File: src/core/prfd_pkg.sv
// prfd_pkg: register map, field positions, reset values and prescaler
// codes of the pll reference/feedback divider block.
// assumes a 32-bit classic wishbone slave, one register per aligned word.
package prfd_pkg;

  // counter widths
  localparam int PRFD_R_W = 14;
  localparam int PRFD_A_W = 6;
  localparam int PRFD_B_W = 13;
  localparam int PRFD_P_W = 3;
  localparam int PRFD_PC_W = 6;

  // bus geometry
  localparam int PRFD_ADR_W = 10;
  localparam int PRFD_IDX_W = 8;

  // register indices; the byte address is four times the index
  localparam logic [7:0] PRFD_IDX_A_VAL = 8'h04;
  localparam logic [7:0] PRFD_IDX_B_HI = 8'h05;
  localparam logic [7:0] PRFD_IDX_B_LO = 8'h06;
  localparam logic [7:0] PRFD_IDX_CNT_RST = 8'h09;
  localparam logic [7:0] PRFD_IDX_FB_CTRL = 8'h0A;
  localparam logic [7:0] PRFD_IDX_R_HI = 8'h0B;
  localparam logic [7:0] PRFD_IDX_R_LO = 8'h0C;
  localparam logic [7:0] PRFD_IDX_SRC_SEL = 8'h45;
  localparam logic [7:0] PRFD_IDX_STATUS = 8'h50;

  // field positions
  localparam int PRFD_RST_ALL_BIT = 0;
  localparam int PRFD_RST_AB_BIT = 1;
  localparam int PRFD_B_BYPASS_BIT = 6;
  localparam int PRFD_PSC_LSB = 0;
  localparam int PRFD_SRC_SEL_BIT = 0;
  localparam int PRFD_R_HI_W = 6;
  localparam int PRFD_B_HI_W = 5;
  localparam int PRFD_ST_UP_BIT = 0;
  localparam int PRFD_ST_DN_BIT = 1;
  localparam int PRFD_ST_BAD_BIT = 2;
  localparam int PRFD_ST_SRC_BIT = 3;

  // reset values and the minimum B
  localparam logic [7:0] PRFD_RST_ZERO = 8'h00;
  localparam logic PRFD_SRC_SEL_RST = 1'b1;
  localparam int PRFD_B_MIN = 3;

  // prescaler setting codes
  typedef enum logic [2:0] {
    PRFD_PSC_FD1 = 3'h0,
    PRFD_PSC_FD2 = 3'h1,
    PRFD_PSC_FD3 = 3'h2,
    PRFD_PSC_DM2 = 3'h3,
    PRFD_PSC_DM4 = 3'h4,
    PRFD_PSC_DM8 = 3'h5,
    PRFD_PSC_DM16 = 3'h6,
    PRFD_PSC_DM32 = 3'h7
  } prfd_psc_type;

  // base modulus of a prescaler setting
  function automatic logic [5:0] prfd_psc_base(input prfd_psc_type psc);
    logic [5:0] p;
    p = 6'h01;
    unique case (psc)
      PRFD_PSC_FD1: p = 6'h01;
      PRFD_PSC_FD2: p = 6'h02;
      PRFD_PSC_FD3: p = 6'h03;
      PRFD_PSC_DM2: p = 6'h02;
      PRFD_PSC_DM4: p = 6'h04;
      PRFD_PSC_DM8: p = 6'h08;
      PRFD_PSC_DM16: p = 6'h10;
      PRFD_PSC_DM32: p = 6'h20;
    endcase
    return p;
  endfunction : prfd_psc_base

  function automatic logic prfd_psc_is_dm(input prfd_psc_type psc);
    return psc >= PRFD_PSC_DM2;
  endfunction : prfd_psc_is_dm

endpackage : prfd_pkg

File: src/core/prfd_div.sv
// prfd_div: programmable modulo divider, one output pulse per full count.
// assumes tick is a one-cycle pulse per input edge in the sys_clk domain.
`timescale 1ns/1ps
module prfd_div
  import prfd_pkg::*;
#(
  parameter int W = PRFD_R_W
) (
  input wire logic sys_clk,
  input wire logic nrst,
  input wire logic clr,
  input wire logic tick,
  input wire logic [W-1:0] div_val,
  output logic pulse
);

  if (W < 1) begin : g_chk
    $error("prfd_div: divider width must be at least one");
  end

  logic [W-1:0] cnt_ff;
  logic [W-1:0] nxt_cnt;
  logic pulse_ff;
  logic nxt_pulse;
  logic [W-1:0] last;

  always_comb begin
    // zero divides by one, same as one
    last = (div_val == '0) ? '0 : div_val - W'(1);
    nxt_cnt = cnt_ff;
    nxt_pulse = 1'b0;
    if (clr) begin
      nxt_cnt = '0;
    end else if (tick) begin
      if (cnt_ff >= last) begin
        // reload so the next period starts without a gap
        nxt_cnt = '0;
        nxt_pulse = 1'b1;
      end else begin
        nxt_cnt = cnt_ff + W'(1);
      end
    end
  end

  always_ff @(posedge sys_clk or negedge nrst) begin
    if (!nrst) begin
      cnt_ff <= '0;
      pulse_ff <= 1'b0;
    end else begin
      cnt_ff <= nxt_cnt;
      pulse_ff <= nxt_pulse;
    end
  end

  assign pulse = pulse_ff;

endmodule : prfd_div

File: src/core/prfd_top.sv
// prfd_top: pll reference divider, p/a/b feedback divider, digital phase
// frequency detector and distribution source select, behind wishbone.
// assumes clock inputs are synchronous to sys_clk and far slower than it,
// so each input edge is seen as one sampled rising edge.
//
// Design decisions made here: the register addresses and the Wishbone slave port.
`timescale 1ns/1ps
module prfd_top
  import prfd_pkg::*;
#(
  parameter int R_W = PRFD_R_W,
  parameter int A_W = PRFD_A_W,
  parameter int B_W = PRFD_B_W
) (
  input wire logic sys_clk,
  input wire logic nrst,
  input wire logic wb_cyc_i,
  input wire logic wb_stb_i,
  input wire logic wb_we_i,
  input wire logic [PRFD_ADR_W-1:0] wb_adr_i,
  input wire logic [3:0] wb_sel_i,
  input wire logic [31:0] wb_dat_i,
  output logic [31:0] wb_dat_o,
  output logic wb_ack_o,
  input wire logic reference_clock_input,
  input wire logic feedback_clock_input,
  input wire logic primary_clock_input,
  output logic dist_clock_out,
  output logic ref_div_pulse,
  output logic fb_div_pulse,
  output logic pfd_up,
  output logic pfd_down
);

  if (R_W < 2 || R_W > PRFD_R_W || A_W < 1 || A_W > PRFD_A_W ||
      B_W < 2 || B_W > PRFD_B_W) begin : g_chk
    $error("prfd_top: counter widths exceed register fields");
  end

  // the prescaler counter must reach the largest dual-modulus stage, 33
  if (PRFD_PC_W < 6) begin : g_pc_chk
    $error("prfd_top: prescaler counter too narrow");
  end

  // register file
  logic [7:0] a_val_ff, nxt_a_val;
  logic [7:0] b_hi_ff, nxt_b_hi;
  logic [7:0] b_lo_ff, nxt_b_lo;
  logic [7:0] cnt_rst_ff, nxt_cnt_rst;
  logic [7:0] fb_ctrl_ff, nxt_fb_ctrl;
  logic [7:0] r_hi_ff, nxt_r_hi;
  logic [7:0] r_lo_ff, nxt_r_lo;
  logic src_sel_ff, nxt_src_sel;
  logic ack_ff, nxt_ack;
  logic [31:0] dat_ff, nxt_dat;
  logic [PRFD_IDX_W-1:0] idx;
  logic wr_now;
  logic [7:0] status;

  // datapath
  logic ref_prev_ff, fb_prev_ff;
  logic nxt_ref_prev, nxt_fb_prev;
  logic ref_tick, fb_tick;
  logic dist_ff, nxt_dist;
  logic [PRFD_PC_W-1:0] pc_ff, nxt_pc;
  logic [B_W-1:0] bc_ff, nxt_bc;
  logic fb_pulse_ff, nxt_fb_pulse;
  logic up_ff, nxt_up;
  logic dn_ff, nxt_dn;
  logic ref_pulse;
  logic clr_all, clr_ab;
  logic [R_W-1:0] r_val;
  logic [A_W-1:0] a_val;
  logic [B_W-1:0] b_val, b_load;
  prfd_psc_type psc;
  logic dm, bypass, cfg_bad;
  logic [5:0] p_base, modulus;

  assign idx = wb_adr_i[PRFD_ADR_W-1:2];
  // write lands on the edge where the master sees ack
  assign wr_now = wb_cyc_i & wb_stb_i & wb_we_i & ack_ff & wb_sel_i[0];

  assign r_val = R_W'({r_hi_ff[PRFD_R_HI_W-1:0], r_lo_ff});
  assign a_val = a_val_ff[A_W-1:0];
  assign b_val = B_W'({b_hi_ff[PRFD_B_HI_W-1:0], b_lo_ff});
  assign psc = prfd_psc_type'(fb_ctrl_ff[PRFD_PSC_LSB +: PRFD_P_W]);
  assign dm = prfd_psc_is_dm(psc);
  assign bypass = fb_ctrl_ff[PRFD_B_BYPASS_BIT];
  assign p_base = prfd_psc_base(psc);
  // bypass makes B a single stage
  assign b_load = bypass ? B_W'(1) : b_val;
  // reset bits stay asserted while set, holding the counters cleared
  assign clr_all = cnt_rst_ff[PRFD_RST_ALL_BIT];
  assign clr_ab = clr_all | cnt_rst_ff[PRFD_RST_AB_BIT];
  // bad settings only raise a status bit; the counters keep running, except that a B of zero without bypass stops the feedback counter
  assign cfg_bad = bypass ? dm
                 : (b_val < B_W'(PRFD_B_MIN));

  assign status = {4'h0, src_sel_ff, cfg_bad, dn_ff, up_ff};

  function automatic logic [7:0] rd_byte(input logic [PRFD_IDX_W-1:0] i,
                                         input logic [7:0] st);
    logic [7:0] v;
    v = 8'h00;
    unique case (i)
      PRFD_IDX_A_VAL: v = a_val_ff;
      PRFD_IDX_B_HI: v = b_hi_ff;
      PRFD_IDX_B_LO: v = b_lo_ff;
      PRFD_IDX_CNT_RST: v = cnt_rst_ff;
      PRFD_IDX_FB_CTRL: v = fb_ctrl_ff;
      PRFD_IDX_R_HI: v = r_hi_ff;
      PRFD_IDX_R_LO: v = r_lo_ff;
      PRFD_IDX_SRC_SEL: v = {7'h00, src_sel_ff};
      PRFD_IDX_STATUS: v = st;
      default: v = 8'h00;
    endcase
    return v;
  endfunction : rd_byte

  // a counter wraps on the tick that finds it at or past its last state
  function automatic logic at_last(input logic [15:0] cnt,
                                   input logic [15:0] last);
    return cnt >= last;
  endfunction : at_last

  // bus slave and register next state
  always_comb begin
    nxt_ack = wb_cyc_i & wb_stb_i & ~ack_ff;
    nxt_dat = ack_ff ? 32'h0000_0000 : {24'h00_0000, rd_byte(idx, status)};
    nxt_a_val = a_val_ff;
    nxt_b_hi = b_hi_ff;
    nxt_b_lo = b_lo_ff;
    nxt_cnt_rst = cnt_rst_ff;
    nxt_fb_ctrl = fb_ctrl_ff;
    nxt_r_hi = r_hi_ff;
    nxt_r_lo = r_lo_ff;
    nxt_src_sel = src_sel_ff;
    // reserved bits are stored as zero so a read shows only live fields
    if (wr_now) begin
      unique case (idx)
        PRFD_IDX_A_VAL: nxt_a_val = {2'h0, wb_dat_i[5:0]};
        PRFD_IDX_B_HI: nxt_b_hi = {3'h0, wb_dat_i[4:0]};
        PRFD_IDX_B_LO: nxt_b_lo = wb_dat_i[7:0];
        PRFD_IDX_CNT_RST: nxt_cnt_rst = {6'h00, wb_dat_i[1:0]};
        PRFD_IDX_FB_CTRL: nxt_fb_ctrl = {1'b0, wb_dat_i[6], 3'h0,
                                         wb_dat_i[2:0]};
        PRFD_IDX_R_HI: nxt_r_hi = {2'h0, wb_dat_i[5:0]};
        PRFD_IDX_R_LO: nxt_r_lo = wb_dat_i[7:0];
        PRFD_IDX_SRC_SEL: nxt_src_sel = wb_dat_i[PRFD_SRC_SEL_BIT];
        default: ;
      endcase
    end
  end

  always_ff @(posedge sys_clk or negedge nrst) begin
    if (!nrst) begin
      ack_ff <= 1'b0;
      dat_ff <= 32'h0000_0000;
      a_val_ff <= PRFD_RST_ZERO;
      b_hi_ff <= PRFD_RST_ZERO;
      b_lo_ff <= PRFD_RST_ZERO;
      cnt_rst_ff <= PRFD_RST_ZERO;
      fb_ctrl_ff <= PRFD_RST_ZERO;
      r_hi_ff <= PRFD_RST_ZERO;
      r_lo_ff <= PRFD_RST_ZERO;
      src_sel_ff <= PRFD_SRC_SEL_RST;
    end else begin
      ack_ff <= nxt_ack;
      dat_ff <= nxt_dat;
      a_val_ff <= nxt_a_val;
      b_hi_ff <= nxt_b_hi;
      b_lo_ff <= nxt_b_lo;
      cnt_rst_ff <= nxt_cnt_rst;
      fb_ctrl_ff <= nxt_fb_ctrl;
      r_hi_ff <= nxt_r_hi;
      r_lo_ff <= nxt_r_lo;
      src_sel_ff <= nxt_src_sel;
    end
  end

  // input edges; the primary input never reaches the feedback counters
  assign ref_tick = reference_clock_input & ~ref_prev_ff;
  assign fb_tick = feedback_clock_input & ~fb_prev_ff;

  // the distribution copy is registered, so it trails the selected pin
  // by one cycle and is a sampled level, not a real clock path
  always_comb begin
    nxt_ref_prev = reference_clock_input;
    nxt_fb_prev = feedback_clock_input;
    nxt_dist = src_sel_ff ? primary_clock_input
                          : feedback_clock_input;
  end

  always_ff @(posedge sys_clk or negedge nrst) begin
    if (!nrst) begin
      ref_prev_ff <= 1'b0;
      fb_prev_ff <= 1'b0;
      dist_ff <= 1'b0;
    end else begin
      ref_prev_ff <= nxt_ref_prev;
      fb_prev_ff <= nxt_fb_prev;
      dist_ff <= nxt_dist;
    end
  end

  prfd_div #(
    .W(R_W)
  ) u_ref_div (
    .sys_clk(sys_clk),
    .nrst(nrst),
    .clr(clr_all),
    .tick(ref_tick),
    .div_val(r_val),
    .pulse(ref_pulse)
  );

  // feedback divider: prescaler stages counted by B; the first A stages
  // run at P+1 in dual-modulus mode, so N = P*B + A there and P*B in
  // fixed mode. A must not exceed B or the extra stages are lost.
  always_comb begin
    modulus = (dm && (B_W'(a_val) > bc_ff)) ?
              p_base + 6'h01 : p_base;
    nxt_pc = pc_ff;
    nxt_bc = bc_ff;
    nxt_fb_pulse = 1'b0;
    if (clr_ab) begin
      nxt_pc = '0;
      nxt_bc = '0;
    end else if (fb_tick && b_load != '0) begin
      if (at_last(16'(pc_ff), 16'(modulus - 6'h01))) begin
        nxt_pc = '0;
        if (at_last(16'(bc_ff), 16'(b_load - B_W'(1)))) begin
          nxt_bc = '0;
          nxt_fb_pulse = 1'b1;
        end else begin
          nxt_bc = bc_ff + B_W'(1);
        end
      end else begin
        nxt_pc = pc_ff + 6'h01;
      end
    end
  end

  // tri-state detector: whichever edge leads opens its output until
  // the other arrives, so pulse width tracks the phase error
  always_comb begin
    nxt_up = up_ff | ref_pulse;
    nxt_dn = dn_ff | fb_pulse_ff;
    if ((nxt_up && nxt_dn) || clr_all) begin
      nxt_up = 1'b0;
      nxt_dn = 1'b0;
    end
  end

  // feedback divider state
  always_ff @(posedge sys_clk or negedge nrst) begin
    if (!nrst) begin
      pc_ff <= '0;
      bc_ff <= '0;
      fb_pulse_ff <= 1'b0;
    end else begin
      pc_ff <= nxt_pc;
      bc_ff <= nxt_bc;
      fb_pulse_ff <= nxt_fb_pulse;
    end
  end

  // detector state
  always_ff @(posedge sys_clk or negedge nrst) begin
    if (!nrst) begin
      up_ff <= 1'b0;
      dn_ff <= 1'b0;
    end else begin
      up_ff <= nxt_up;
      dn_ff <= nxt_dn;
    end
  end

  assign wb_ack_o = ack_ff;
  assign wb_dat_o = dat_ff;
  assign dist_clock_out = dist_ff;
  assign ref_div_pulse = ref_pulse;
  assign fb_div_pulse = fb_pulse_ff;
  assign pfd_up = up_ff;
  assign pfd_down = dn_ff;

endmodule : prfd_top

File: config.mk
export PLATFORM = sky130hd
export DESIGN_NAME = prfd_top
export DESIGN_NICKNAME = d
export VERILOG_FILES = /design/src/core/prfd_pkg.sv /design/src/core/prfd_div.sv /design/src/core/prfd_top.sv
export SDC_FILE = /design/constraint.sdc
export NUM_CORES = 1
export LEC_CHECK = 0
export BUFFER_PORTS_ARGS = -buffer_cell sky130_fd_sc_hd__buf_4
export CORE_ASPECT_RATIO = 1.2
export CORE_UTILIZATION = 55
export CTS_CLUSTER_DIAMETER = 200
export DETAILED_ROUTE_END_ITERATION = 8
export GPL_TIMING_DRIVEN = 0
export PLACE_DENSITY = 0.87
export SYNTH_ARGS = -nofsm -noshare
export SYNTH_HDL_FRONTEND = slang
export SYNTH_HIERARCHICAL = 1
export SYNTH_SLANG_ARGS = --single-unit
File: constraint.sdc
create_clock -name sys_clk -period 5.1 [get_ports sys_clk]
set_input_delay 1.53 -clock sys_clk [delete_from_list [all_inputs] [get_ports sys_clk]]
set_output_delay 1.53 -clock sys_clk [all_outputs]
set_load 0.1 [all_outputs]
==> impl_metrics.py, run 1 <==
metrics = {
    "worst_setup_path": {
        "worstPathMaxFanout": 9,
        "critPathCaptureType": "flip-flop",
        "start_kind": "flip-flop",
        "arrival_ps": 4890,
        "required_ps": 5390,
        "crit_type": "reg -> reg",
    },
    "yosys": {
        "synth_edf_count": 0,
        "yosysTopAreaCell": "dfrtp_1",
        "synth-main-ff-cell": "dfrtp_1",
        "synthCells": 684,
        "syn_area_per_cell_sq_um": 9.17,
        "synthTopCellsByCount": "88 x dfrtp_1, 84 x nand2_1, 52 x nor2_1, 46 x ha_1, 38 x mux2_2",
        "syn_area_sq_um": 6270,
        "synth_seq_cells": 89,
        "yosysSeqAreaShare": 0.355,
        "ys_types": 77,
        "synth.most_common_cell": "dfrtp_1",
        "synth_top_area_share": 0.351,
        "ys_warn_count": 6,
        "synthTopCellsByArea": "dfrtp_1 35%, ha_1 9.2%, mux2_2 6.8%",
        "ys_async_sr_fraction": 1.00,
    },
    "grt": {
        "grt_pass1_vias": 5515,
        "track_usage": 0.285,
        "met3_usage": 0.0558,
        "antenna_found_initial": 0,
        "overflow": 0,
        "use_met1": 0.318,
        "top_usage_layer": "met2",
        "grt_pass1_wl_um": 26600,
        "use_met2": 0.513,
        "grt_max_degree": 90,
    },
    "clock_tree": {
        "clk_pin_slew_ps": 70,
        "clock_latency_ps": 350,
        "root_buffer": "clkbuf_16",
        "ctsHoldBuffers": 0,
        "ctsResizeCount": 0,
        "post-cts-setup-buffers": 0,
        "htreeDepth": 3,
        "cts_sinks": 89,
        "cts_buffers": 9,
        "clockBufferDepth": 2,
        "cts_tree": "yes",
    },
    "run": {
        "maxCapViolCount": 0,
    },
    "die": {
        "io_pins": 92,
        "die_x_um": 99.5,
        "initial_utilization": 0.566,
        "die_height_um": 119,
        "die-area_sq_um": 11800,
        "core-area_sq_um": 11100,
        "num_rows": 42,
    },
    "placed_design": {
        "place.gp.congestion": 0.925,
        "place_area_sq_um": 6840,
        "dp_hpwl_um": 12000,
        "portBuffers": 38,
    },
    "detailed_routing": {
        "drc": 0,
        "routedWlPerCell_um": 17.6,
        "via_per_inst": 6.13,
        "ant_nets": 0,
        "dr.pass1.iters": 7,
        "drt_iter0_markers": 396,
        "wl_um": 16100,
        "dr_total_vias": 5613,
    },
    "layout": {
        "fill_cells": 877,
        "diodes": 0,
        "postLayoutCellArea_sq_um": 7200,
        "seq_area_sq_um": 2230,
        "nets": 856,
        "area_growth_pct": 14.8,
        "final_util": 0.650,
        "multiInputGateArea_sq_um": 3760,
        "drive_above_1_share": 0.205,
    },
    "sta": {
        "rsz0062_at_grt": "no",
        "setup_tns_ps": 0,
        "setup_viol": 0,
        "skew_ps": 8.87,
        "hold_viol": 0,
        "min_period_ps": 4600,
        "final-max-slew-violation-count": 0,
        "max_freq_mhz": 217,
        "min_period_over_period": 0.903,
        "slew_headroom": 0.243,
        "tightest_slew_ps": 1140,
    },
    "pwr": {
        "fin_total_pwr_uw": 2370,
        "p_leak_uw": 0.00322,
        "power_density_nw_per_um2": 329,
        "vdd_drop_max_mv": 0.236,
    },
    "run_status": {
        "outcome": "completed",
    },
    "worst_hold_path": {
        "hp-class": "reg -> reg",
    },
}
==> worst max-delay path, cell delays in order (launching register included) <==
cell and delay (ps):
dfrtp_1 510, inv_1 130, ha_1 320, nor2_1 50
a211oi_1 350, o221a_4 270, buf_8 120, nor3_1 50
a21oi_1 150, ha_1 290, xor2_1 200, xnor2_1 100
ha_1 280, o21a_1 110, nor2_1 40, o31ai_1 350
o41ai_4 180, or4_4 540, buf_6 160, mux2_4 260
nor2_2 70
==> final cells by class <==
| type | count | area share |
|---|---|---|
| clock buffer | 9 | 0.0313 |
| sequential | 89 | 0.309 |
| multi-input combinational | 552 | 0.523 |
| timing repair buffer | 38 | 0.0396 |
| inverter | 19 | 0.00990 |
| clock inverter | 7 | 0.0196 |
| buffer | 47 | 0.0408 |
| tap | 154 | 0.0268 |
==> state kept, by name (all words and copies together), names as in the netlist, 2 cells and up <==
signal,flops
fb_ctrl_ff,4
cnt_rst_ff,2
wb_dat_o,8
b_lo_ff,8
pc_ff,6
b_hi_ff,5
a_val_ff,6
bc_ff,13
r_hi_ff,6
u_ref_div/cnt_ff,14
r_lo_ff,8
==> stage by stage <==
step	setup slack, ps	hold WS [ps]	std cells
final	497	481	915
after global routing	202	496	915
after global placement	698	468	899
after floorplan	962	497	707
after detailed placement	605	474	899
after CTS	572	483	915
==> where the power goes <==
group	total, uW	switching (uW)	internal (uW)
Sequential	861	87.3	774
Clock	817	287	530
Combinational	692	455	237
Total	2370	829	1540
==> layer usage <==
layer / part of all wire / routed length [um]
met1: 0.38 / 6120
met2: 0.53 / 8580
met3: 0.050 / 812
met4: 0.038 / 615
met5: 0 / 0
==> cell usage in the layout, fill, tap and decap left out, types with 5 or more instances in the layout <==
cell and count:
nand2_1 84, inv_1 18, nor4_1 7, xor2_1 8
nor2_1 52, a21oi_1 29, or2_2 5, clkbuf_1 15
nand2b_1 6, dfrtp_1 88, mux2_2 38, nand3b_1 7
buf_4 63, ha_1 46, a222oi_1 6, clkbuf_16 9
nor2b_1 19, nand4_1 7, nor3b_1 6, nor3_1 26
nand3_1 30, conb_1 24, and3_1 9, a31oi_1 19
o21ai_0 28
==> path summary, 6_finish.rpt <==
| kind | slack [ps] | from | end | cells past startpoint |
|---|---|---|---|---|
| max | 500 | bc_ff[2] | bc_ff[0] | 20 |
| min | 480 | wb_ack_o | wb_ack_o | 1 |
| max reg2reg | 500 | bc_ff[2] | bc_ff[0] | 20 |
| min reg2reg | 480 | wb_ack_o | wb_ack_o | 1 |
| max in group asynchronous | 2980 | nrst | bc_ff[11] | 1 |
| min in group asynchronous | 1410 | nrst | u_ref_div/cnt_ff[10] | 1 |
==> cell families (layout without fill, tap and decap cells) <==
logic type      Yosys count  in the layout  share of synthesized area
simple gates            288            288                      0.237
compound gates          139            139                      0.163
flops                    89             89                      0.355
buf+inv                  66            120                     0.0583
fa+ha+maj                46             46                     0.0918
mux                      43             43                     0.0770
xor+xnor                 12             12                     0.0168
other cells               1             24                   0.000598
(Power assumes the default switching activity.)
==> run 2, diff against run 1 <==
--- a/config.mk
+++ b/config.mk
@@ -6,12 +6,11 @@
 export NUM_CORES = 1
 export LEC_CHECK = 0
 export BUFFER_PORTS_ARGS = -buffer_cell sky130_fd_sc_hd__buf_4
-export CORE_ASPECT_RATIO = 1.2
 export CORE_UTILIZATION = 55
 export CTS_CLUSTER_DIAMETER = 200
 export DETAILED_ROUTE_END_ITERATION = 8
 export GPL_TIMING_DRIVEN = 0
-export PLACE_DENSITY = 0.87
+export PLACE_DENSITY = 0.77
 export SYNTH_ARGS = -nofsm -noshare
 export SYNTH_HDL_FRONTEND = slang
 export SYNTH_HIERARCHICAL = 1
==> run 2 against run 1 <==
  * Total power decreased by 6.0%
  * Critical path depth unchanged
  * Core utilization decreased by 0.085 points
  * Final cell count is 1.5% lower
  * Global-route usage is 0.22 points lower
  * First-iteration DRC count increased by 7.8%
  * Clock-buffer cell count up 1
  * Register-to-register slack barely moved
  * Combinational power is 2% lower
  * Worst setup slack got worse by 11 ps
  * Worst hold slack improved by 13 ps
  * Critical path type unchanged
  * Largest cell class unchanged
==> impl_metrics.py, run 2 (synthesized netlist as in run 1, its figures left out) <==
metrics = {
    "detailed_routing": {
        "drc": 0,
        "routedWlPerCell_um": 17.3,
        "via_per_inst": 6.06,
        "dr.pass1.iters": 5,
        "wl_um": 15600,
        "ant_nets": 0,
        "drt_iter0_markers": 427,
        "dr_total_vias": 5462,
    },
    "clock_tree": {
        "clock_latency_ps": 360,
        "ctsResizeCount": 0,
        "clk_pin_slew_ps": 60,
        "cts_tree": "yes",
        "cts_sinks": 89,
        "post-cts-setup-buffers": 0,
        "cts_buffers": 9,
        "ctsHoldBuffers": 0,
        "htreeDepth": 3,
        "clockBufferDepth": 2,
        "root_buffer": "clkbuf_16",
    },
    "placed_design": {
        "place.gp.congestion": 0.921,
        "portBuffers": 38,
        "dp_hpwl_um": 11700,
        "dp_slack_ps": 513,
    },
    "sta": {
        "rsz0062_at_grt": "no",
        "final-max-slew-violation-count": 0,
        "min_period_over_period": 0.905,
        "skew_ps": 6.95,
        "hold_viol": 0,
        "setup_tns_ps": 0,
        "setup_viol": 0,
        "final.setup.worst_slack_ps": 486,
        "slew_headroom": 0.250,
        "tightest_slew_ps": 1120,
        "min_period_ps": 4610,
        "max_freq_mhz": 217,
        "hold_slack_ps": 495,
    },
    "layout": {
        "fill_cells": 918,
        "final_cell_mix": "88 x dfrtp_1, 84 x nand2_1, 63 x buf_4",
        "largest_registers": "u_ref_div/cnt_ff: 14 flops, bc_ff: 13 flops",
        "drive_above_1_share": 0.205,
        "largest-register": "u_ref_div/cnt_ff",
        "largest_register_ffs": 14,
        "final_common_cell": "dfrtp_1",
        "nets": 856,
        "area_growth_pct": 13.6,
        "final_util": 0.649,
        "diodes": 0,
    },
    "grt": {
        "grt_pass1_vias": 5326,
        "overflow": 0,
        "grt_pass1_wl_um": 25800,
        "antenna_found_initial": 0,
        "track_usage": 0.283,
        "grt_max_degree": 90,
    },
    "die": {
        "initial_utilization": 0.571,
        "die-area_sq_um": 11800,
        "die_height_um": 109,
        "core-area_sq_um": 11000,
        "num_rows": 38,
        "die_x_um": 109,
        "io_pins": 92,
    },
    "worst_setup_path": {
        "crit_top_cell": "ha_1",
        "rr_worst_depth": 20,
        "start_kind": "flip-flop",
        "cp.buffers_inverters": 3,
        "crit_chain": "inv_1 -> ha_1 -> nor2_1 -> a211oi_1 -> o221a_4 -> buf_8 -> nor3_1 -> a21oi_1 -> ha_1 -> xor2_1 -> xnor2_1 -> ha_1 -> o21a_1 -> nor2_1 -> o31ai_1 -> o41ai_4 -> or4_4 -> buf_6 -> mux2_4 -> nor2_2",
        "required_ps": 5390,
        "worstSetupStartpoint": "bc_ff[2]",
        "regToRegStartpoint": "bc_ff[2]",
        "r2r-end": "bc_ff[0]",
        "critPathCaptureType": "flip-flop",
        "arrival_ps": 4900,
        "cp_slowest_cell": "or4_4",
        "worstPathMaxFanout": 9,
        "crit_type": "reg -> reg",
        "r2r_setup_slack_ps": 490,
        "cp.depth": 20,
        "critPathTopFamily": "compound AO/OA/AOI/OAI gates",
        "max_stage_delay_ps": 540,
        "endpoint": "bc_ff[0]",
    },
    "worst_hold_path": {
        "hp-class": "reg -> reg",
    },
    "run": {
        "maxCapViolCount": 0,
    },
    "pwr": {
        "p_leak_uw": 0.00319,
        "fin_total_pwr_uw": 2230,
        "vdd_drop_max_mv": 0.279,
        "power_density_nw_per_um2": 313,
    },
    "run_status": {
        "outcome": "completed",
    },
}
[run 2: changes by cell type in the layout (fill, tap and decap cells not counted), sizes merged]
cell / delta
clkinvlp: +2
inv: -1
clkinv: +1
bufinv: -3
clkbuf: +1
[run 2: where the power goes]
part | switching (uW) | internal [uW] | total (uW) | leakage [uW]
clock network | 291 | 394 | 685 | 0.000145
registers | 87.7 | 774 | 861 | 0.00119
logic | 447 | 234 | 681 | 0.00185
total | 826 | 1400 | 2230 | 0.00319
[run 2: cell type report]
class / instances / area, sq um / area share
multi-input combinational: 552 / 3760 / 0.528
sequential: 89 / 2230 / 0.313
buffer: 47 / 294 / 0.0413
timing repair buffer: 38 / 285 / 0.0400
clock buffer: 10 / 239 / 0.0335
tap: 140 / 175 / 0.0246
inverter: 19 / 71.3 / 0.0100
clock inverter: 6 / 67.6 / 0.00948
[run 2: metrics by stage]
stage                     area [sq um]  instances
after floorplan                   6360        707
after detailed placement          6820        885
after CTS                         7120        901
after global routing              7120        901
final                             7120        901
after global placement            6820        885
[run 2: worst min path at each step]
stage / from / end / slack, ps / depth (start not counted)
after detailed placement: u_ref_div/pulse / pfd_down / 470 / 1
after floorplan: bc_ff[12] / bc_ff[12] / 500 / 1
final: wb_ack_o / wb_ack_o / 490 / 1
after CTS: u_ref_div/pulse / pfd_down / 490 / 1
after global routing: wb_ack_o / wb_ack_o / 500 / 1
after global placement: wb_ack_o / wb_ack_o / 470 / 1
[run 2: metal layers]
layer / GRT usage / share of wire / wire length (um) / up-vias
li1: - / - / - / 2609
met1: 0.340 / 0.42 / 6560 / 2659
met2: 0.500 / 0.52 / 8040 / 164
met3: 0.0383 / 0.040 / 631 / 30
met4: 0.131 / 0.024 / 379 / 0
met5: 0 / 0 / 0 / -
==> run 3, diff against run 2 <==
--- a/config.mk
+++ b/config.mk
@@ -5,6 +5,7 @@
 export SDC_FILE = /design/constraint.sdc
 export NUM_CORES = 1
 export LEC_CHECK = 0
+export ABC_AREA = 1
 export BUFFER_PORTS_ARGS = -buffer_cell sky130_fd_sc_hd__buf_4
 export CORE_UTILIZATION = 55
 export CTS_CLUSTER_DIAMETER = 200
@@ -13,5 +14,4 @@
 export PLACE_DENSITY = 0.77
 export SYNTH_ARGS = -nofsm -noshare
 export SYNTH_HDL_FRONTEND = slang
-export SYNTH_HIERARCHICAL = 1
 export SYNTH_SLANG_ARGS = --single-unit
==> run 3 against run 2 <==
  * Sequential power shrank 16%
  * Sequential share of layout area shrank 0.76 points
  * Worst hold slack is essentially flat
  * Clock-buffer cell count grew 3
  * Wire length shrank 2.6%
  * Flip-flop and latch count is the same
  * Combinational power shrank 68%
  * Worst setup slack gained 770 ps
  * Core utilization shrank 0.92 points
  * Cell area grew 2.5%
==> impl_metrics.py, run 3 <==
metrics = {
    "grt": {
        "overflow": 0,
        "track_usage": 0.270,
        "grt_max_degree": 90,
        "grt_pass1_wl_um": 24800,
        "antenna_found_initial": 0,
        "grt_pass1_vias": 5171,
    },
    "yosys": {
        "syn_area_sq_um": 6420,
        "ys_types": 40,
        "synthTopCellsByCount": "231 x nand2_1, 125 x inv_1, 88 x dfrtp_1, 75 x nor2_1, 66 x o21ai_0",
        "synth_seq_cells": 89,
        "syn_area_per_cell_sq_um": 7.23,
        "synth_top_area_share": 0.343,
        "synthTopCellsByArea": "dfrtp_1 34%, nand2_1 13%, ha_1 9.0%",
        "yosysTopAreaCell": "dfrtp_1",
        "ys_warn_count": 0,
        "synth_edf_count": 0,
        "ys_async_sr_fraction": 1.00,
        "synth-main-ff-cell": "dfrtp_1",
        "synth.most_common_cell": "nand2_1",
        "synthCells": 889,
        "yosysSeqAreaShare": 0.347,
    },
    "pwr": {
        "vdd_drop_max_mv": 0.250,
        "p_leak_uw": 0.00389,
        "power_density_nw_per_um2": 227,
    },
    "worst_setup_path": {
        "arrival_ps": 4140,
        "rr_worst_depth": 28,
        "regToRegStartpoint": "bc_ff[2]",
        "required_ps": 5390,
        "worstPathMaxFanout": 10,
        "critPathCaptureType": "flip-flop",
        "crit_type": "reg -> reg",
        "r2r-end": "bc_ff[9]",
        "r2r_setup_slack_ps": 1250,
        "crit_top_cell": "nand2_1",
        "max_stage_delay_ps": 470,
        "start_kind": "flip-flop",
        "cp_slowest_cell": "dfrtp_1",
    },
    "die": {
        "core-area_sq_um": 11400,
        "io_pins": 92,
        "die-area_sq_um": 12100,
        "initial_utilization": 0.563,
        "die_x_um": 110,
        "num_rows": 39,
        "die_height_um": 110,
    },
    "sta": {
        "rsz0062_at_grt": "no",
        "slew_headroom": 0.261,
        "setup_viol": 0,
        "hold_viol": 0,
        "hold_slack_ps": 495,
        "min_period_ps": 3850,
        "skew_ps": 5.64,
        "max_freq_mhz": 260,
        "final.setup.worst_slack_ps": 1250,
        "final-max-slew-violation-count": 0,
        "setup_tns_ps": 0,
        "min_period_over_period": 0.755,
        "tightest_slew_ps": 1110,
    },
    "layout": {
        "seq_area_sq_um": 2230,
        "final_common_cell": "nand2_1",
        "largest_registers": "u_ref_div.cnt_ff: 14 flops, bc_ff: 13 flops",
        "area_growth_pct": 13.7,
        "diodes": 0,
        "largest-register": "u_ref_div.cnt_ff",
        "largest_register_ffs": 14,
        "nets": 1061,
        "final_util": 0.639,
        "postLayoutCellArea_sq_um": 7300,
        "multiInputGateArea_sq_um": 3540,
        "fill_cells": 1034,
        "drive_above_1_share": 0.121,
        "final_cell_mix": "231 x nand2_1, 125 x inv_1, 88 x dfrtp_1",
    },
    "clock_tree": {
        "clk_pin_slew_ps": 60,
        "ctsHoldBuffers": 0,
        "cts_tree": "yes",
        "cts_buffers": 9,
        "clockBufferDepth": 2,
        "htreeDepth": 3,
        "clock_latency_ps": 350,
        "root_buffer": "clkbuf_16",
        "ctsResizeCount": 0,
        "cts_sinks": 89,
        "post-cts-setup-buffers": 0,
    },
    "placed_design": {
        "dp_hpwl_um": 11700,
        "dp_slack_ps": 1280,
        "portBuffers": 38,
        "place_area_sq_um": 6980,
        "place.gp.congestion": 0.924,
    },
    "detailed_routing": {
        "wl_um": 15200,
        "drt_iter0_markers": 402,
        "ant_nets": 0,
        "routedWlPerCell_um": 13.7,
        "dr.pass1.iters": 5,
        "dr_total_vias": 5837,
        "via_per_inst": 5.26,
        "drc": 0,
    },
    "run": {
        "maxCapViolCount": 0,
    },
    "run_status": {
        "outcome": "completed",
    },
    "worst_hold_path": {
        "whs_endpoint": "b_lo_ff[6]",
        "whs_path_depth": 2,
        "hp-class": "reg -> reg",
        "worstHoldStart": "b_lo_ff[6]",
    },
}
## run 3: cell types whose count changed in the layout (fill, tap and decap cells not counted), sizes merged, moves of 8 or more
cell	previous run	this run
inv	19	127
o21ai	32	68
mux2	39	0
a31oi	19	0
a21oi	32	24
nor2b	19	1
nand2	84	241
o22ai	0	16
nor4	10	2
nor2	55	79
and3	9	1
nand3	30	71
xor2	8	24
## run 3: power by group
group | internal (uW) | switching, uW
clock network | 434 | 286
registers | 712 | 8.30
logic | 52.6 | 164
total | 1200 | 458
## run 3: worst max-delay path by stage
| stage | start | endpoint | slack, ps | cells after the start |
|---|---|---|---|---|
| after floorplan | bc_ff[2] | bc_ff[9] | 1810 | 28 |
| after global placement | bc_ff[4] | bc_ff[9] | 1300 | 27 |
| after detailed placement | bc_ff[2] | bc_ff[9] | 1280 | 27 |
| after CTS | bc_ff[2] | bc_ff[9] | 1260 | 27 |
| after global routing | bc_ff[2] | bc_ff[9] | 910 | 28 |
| final | bc_ff[2] | bc_ff[9] | 1250 | 28 |
## run 3: per-stage QoR
stage / power [uW] / instances
floorplan: 895 / 912
global placement: 947 / 1093
detailed placement: 949 / 1093
CTS: 1660 / 1109
global route: 1710 / 1109
finish: 1660 / 1109
## run 3: kinds of logic (layout without fill, tap and decap cells)
group / after synthesis / after routing / share of synthesized area
buffers and inverters: 164 / 218 / 0.116
AOI/OAI and AO/OA: 118 / 118 / 0.0997
adders and majority gates: 46 / 46 / 0.0896
xor gates and xnor gates: 30 / 30 / 0.0409
other: 1 / 24 / 0.000584
DFF: 89 / 89 / 0.347
and+or+nand+nor: 441 / 441 / 0.306
## run 3: cell type report
class,count,share of cell area
buffer,37,0.0367
clock buffer,13,0.0384
clock inverter,3,0.00634
inverter,127,0.0656
multi-input combinational,659,0.484
sequential,89,0.305
tap,143,0.0245
timing repair buffer,38,0.0391
## run 3: per-layer routing
layer | wire, um | vias to the layer above | GRT usage
met3 | 771 | 19 | 0.0423
met2 | 7110 | 175 | 0.437
met4 | 259 | 0 | 0.0962
met1 | 7060 | 2670 | 0.366
met5 | 0 | - | 0
li1 | - | 2973 | -
## run 3: critical path, delay by kind of cell (launching register included)
| family | cells | cell delay (ps) |
|---|---|---|
| buf+inv | 8 | 650 |
| xor+xnor | 1 | 170 |
| fa+ha+maj | 3 | 800 |
| flops | 1 | 470 |
| simple gates | 12 | 1030 |
| compound gates | 4 | 670 |
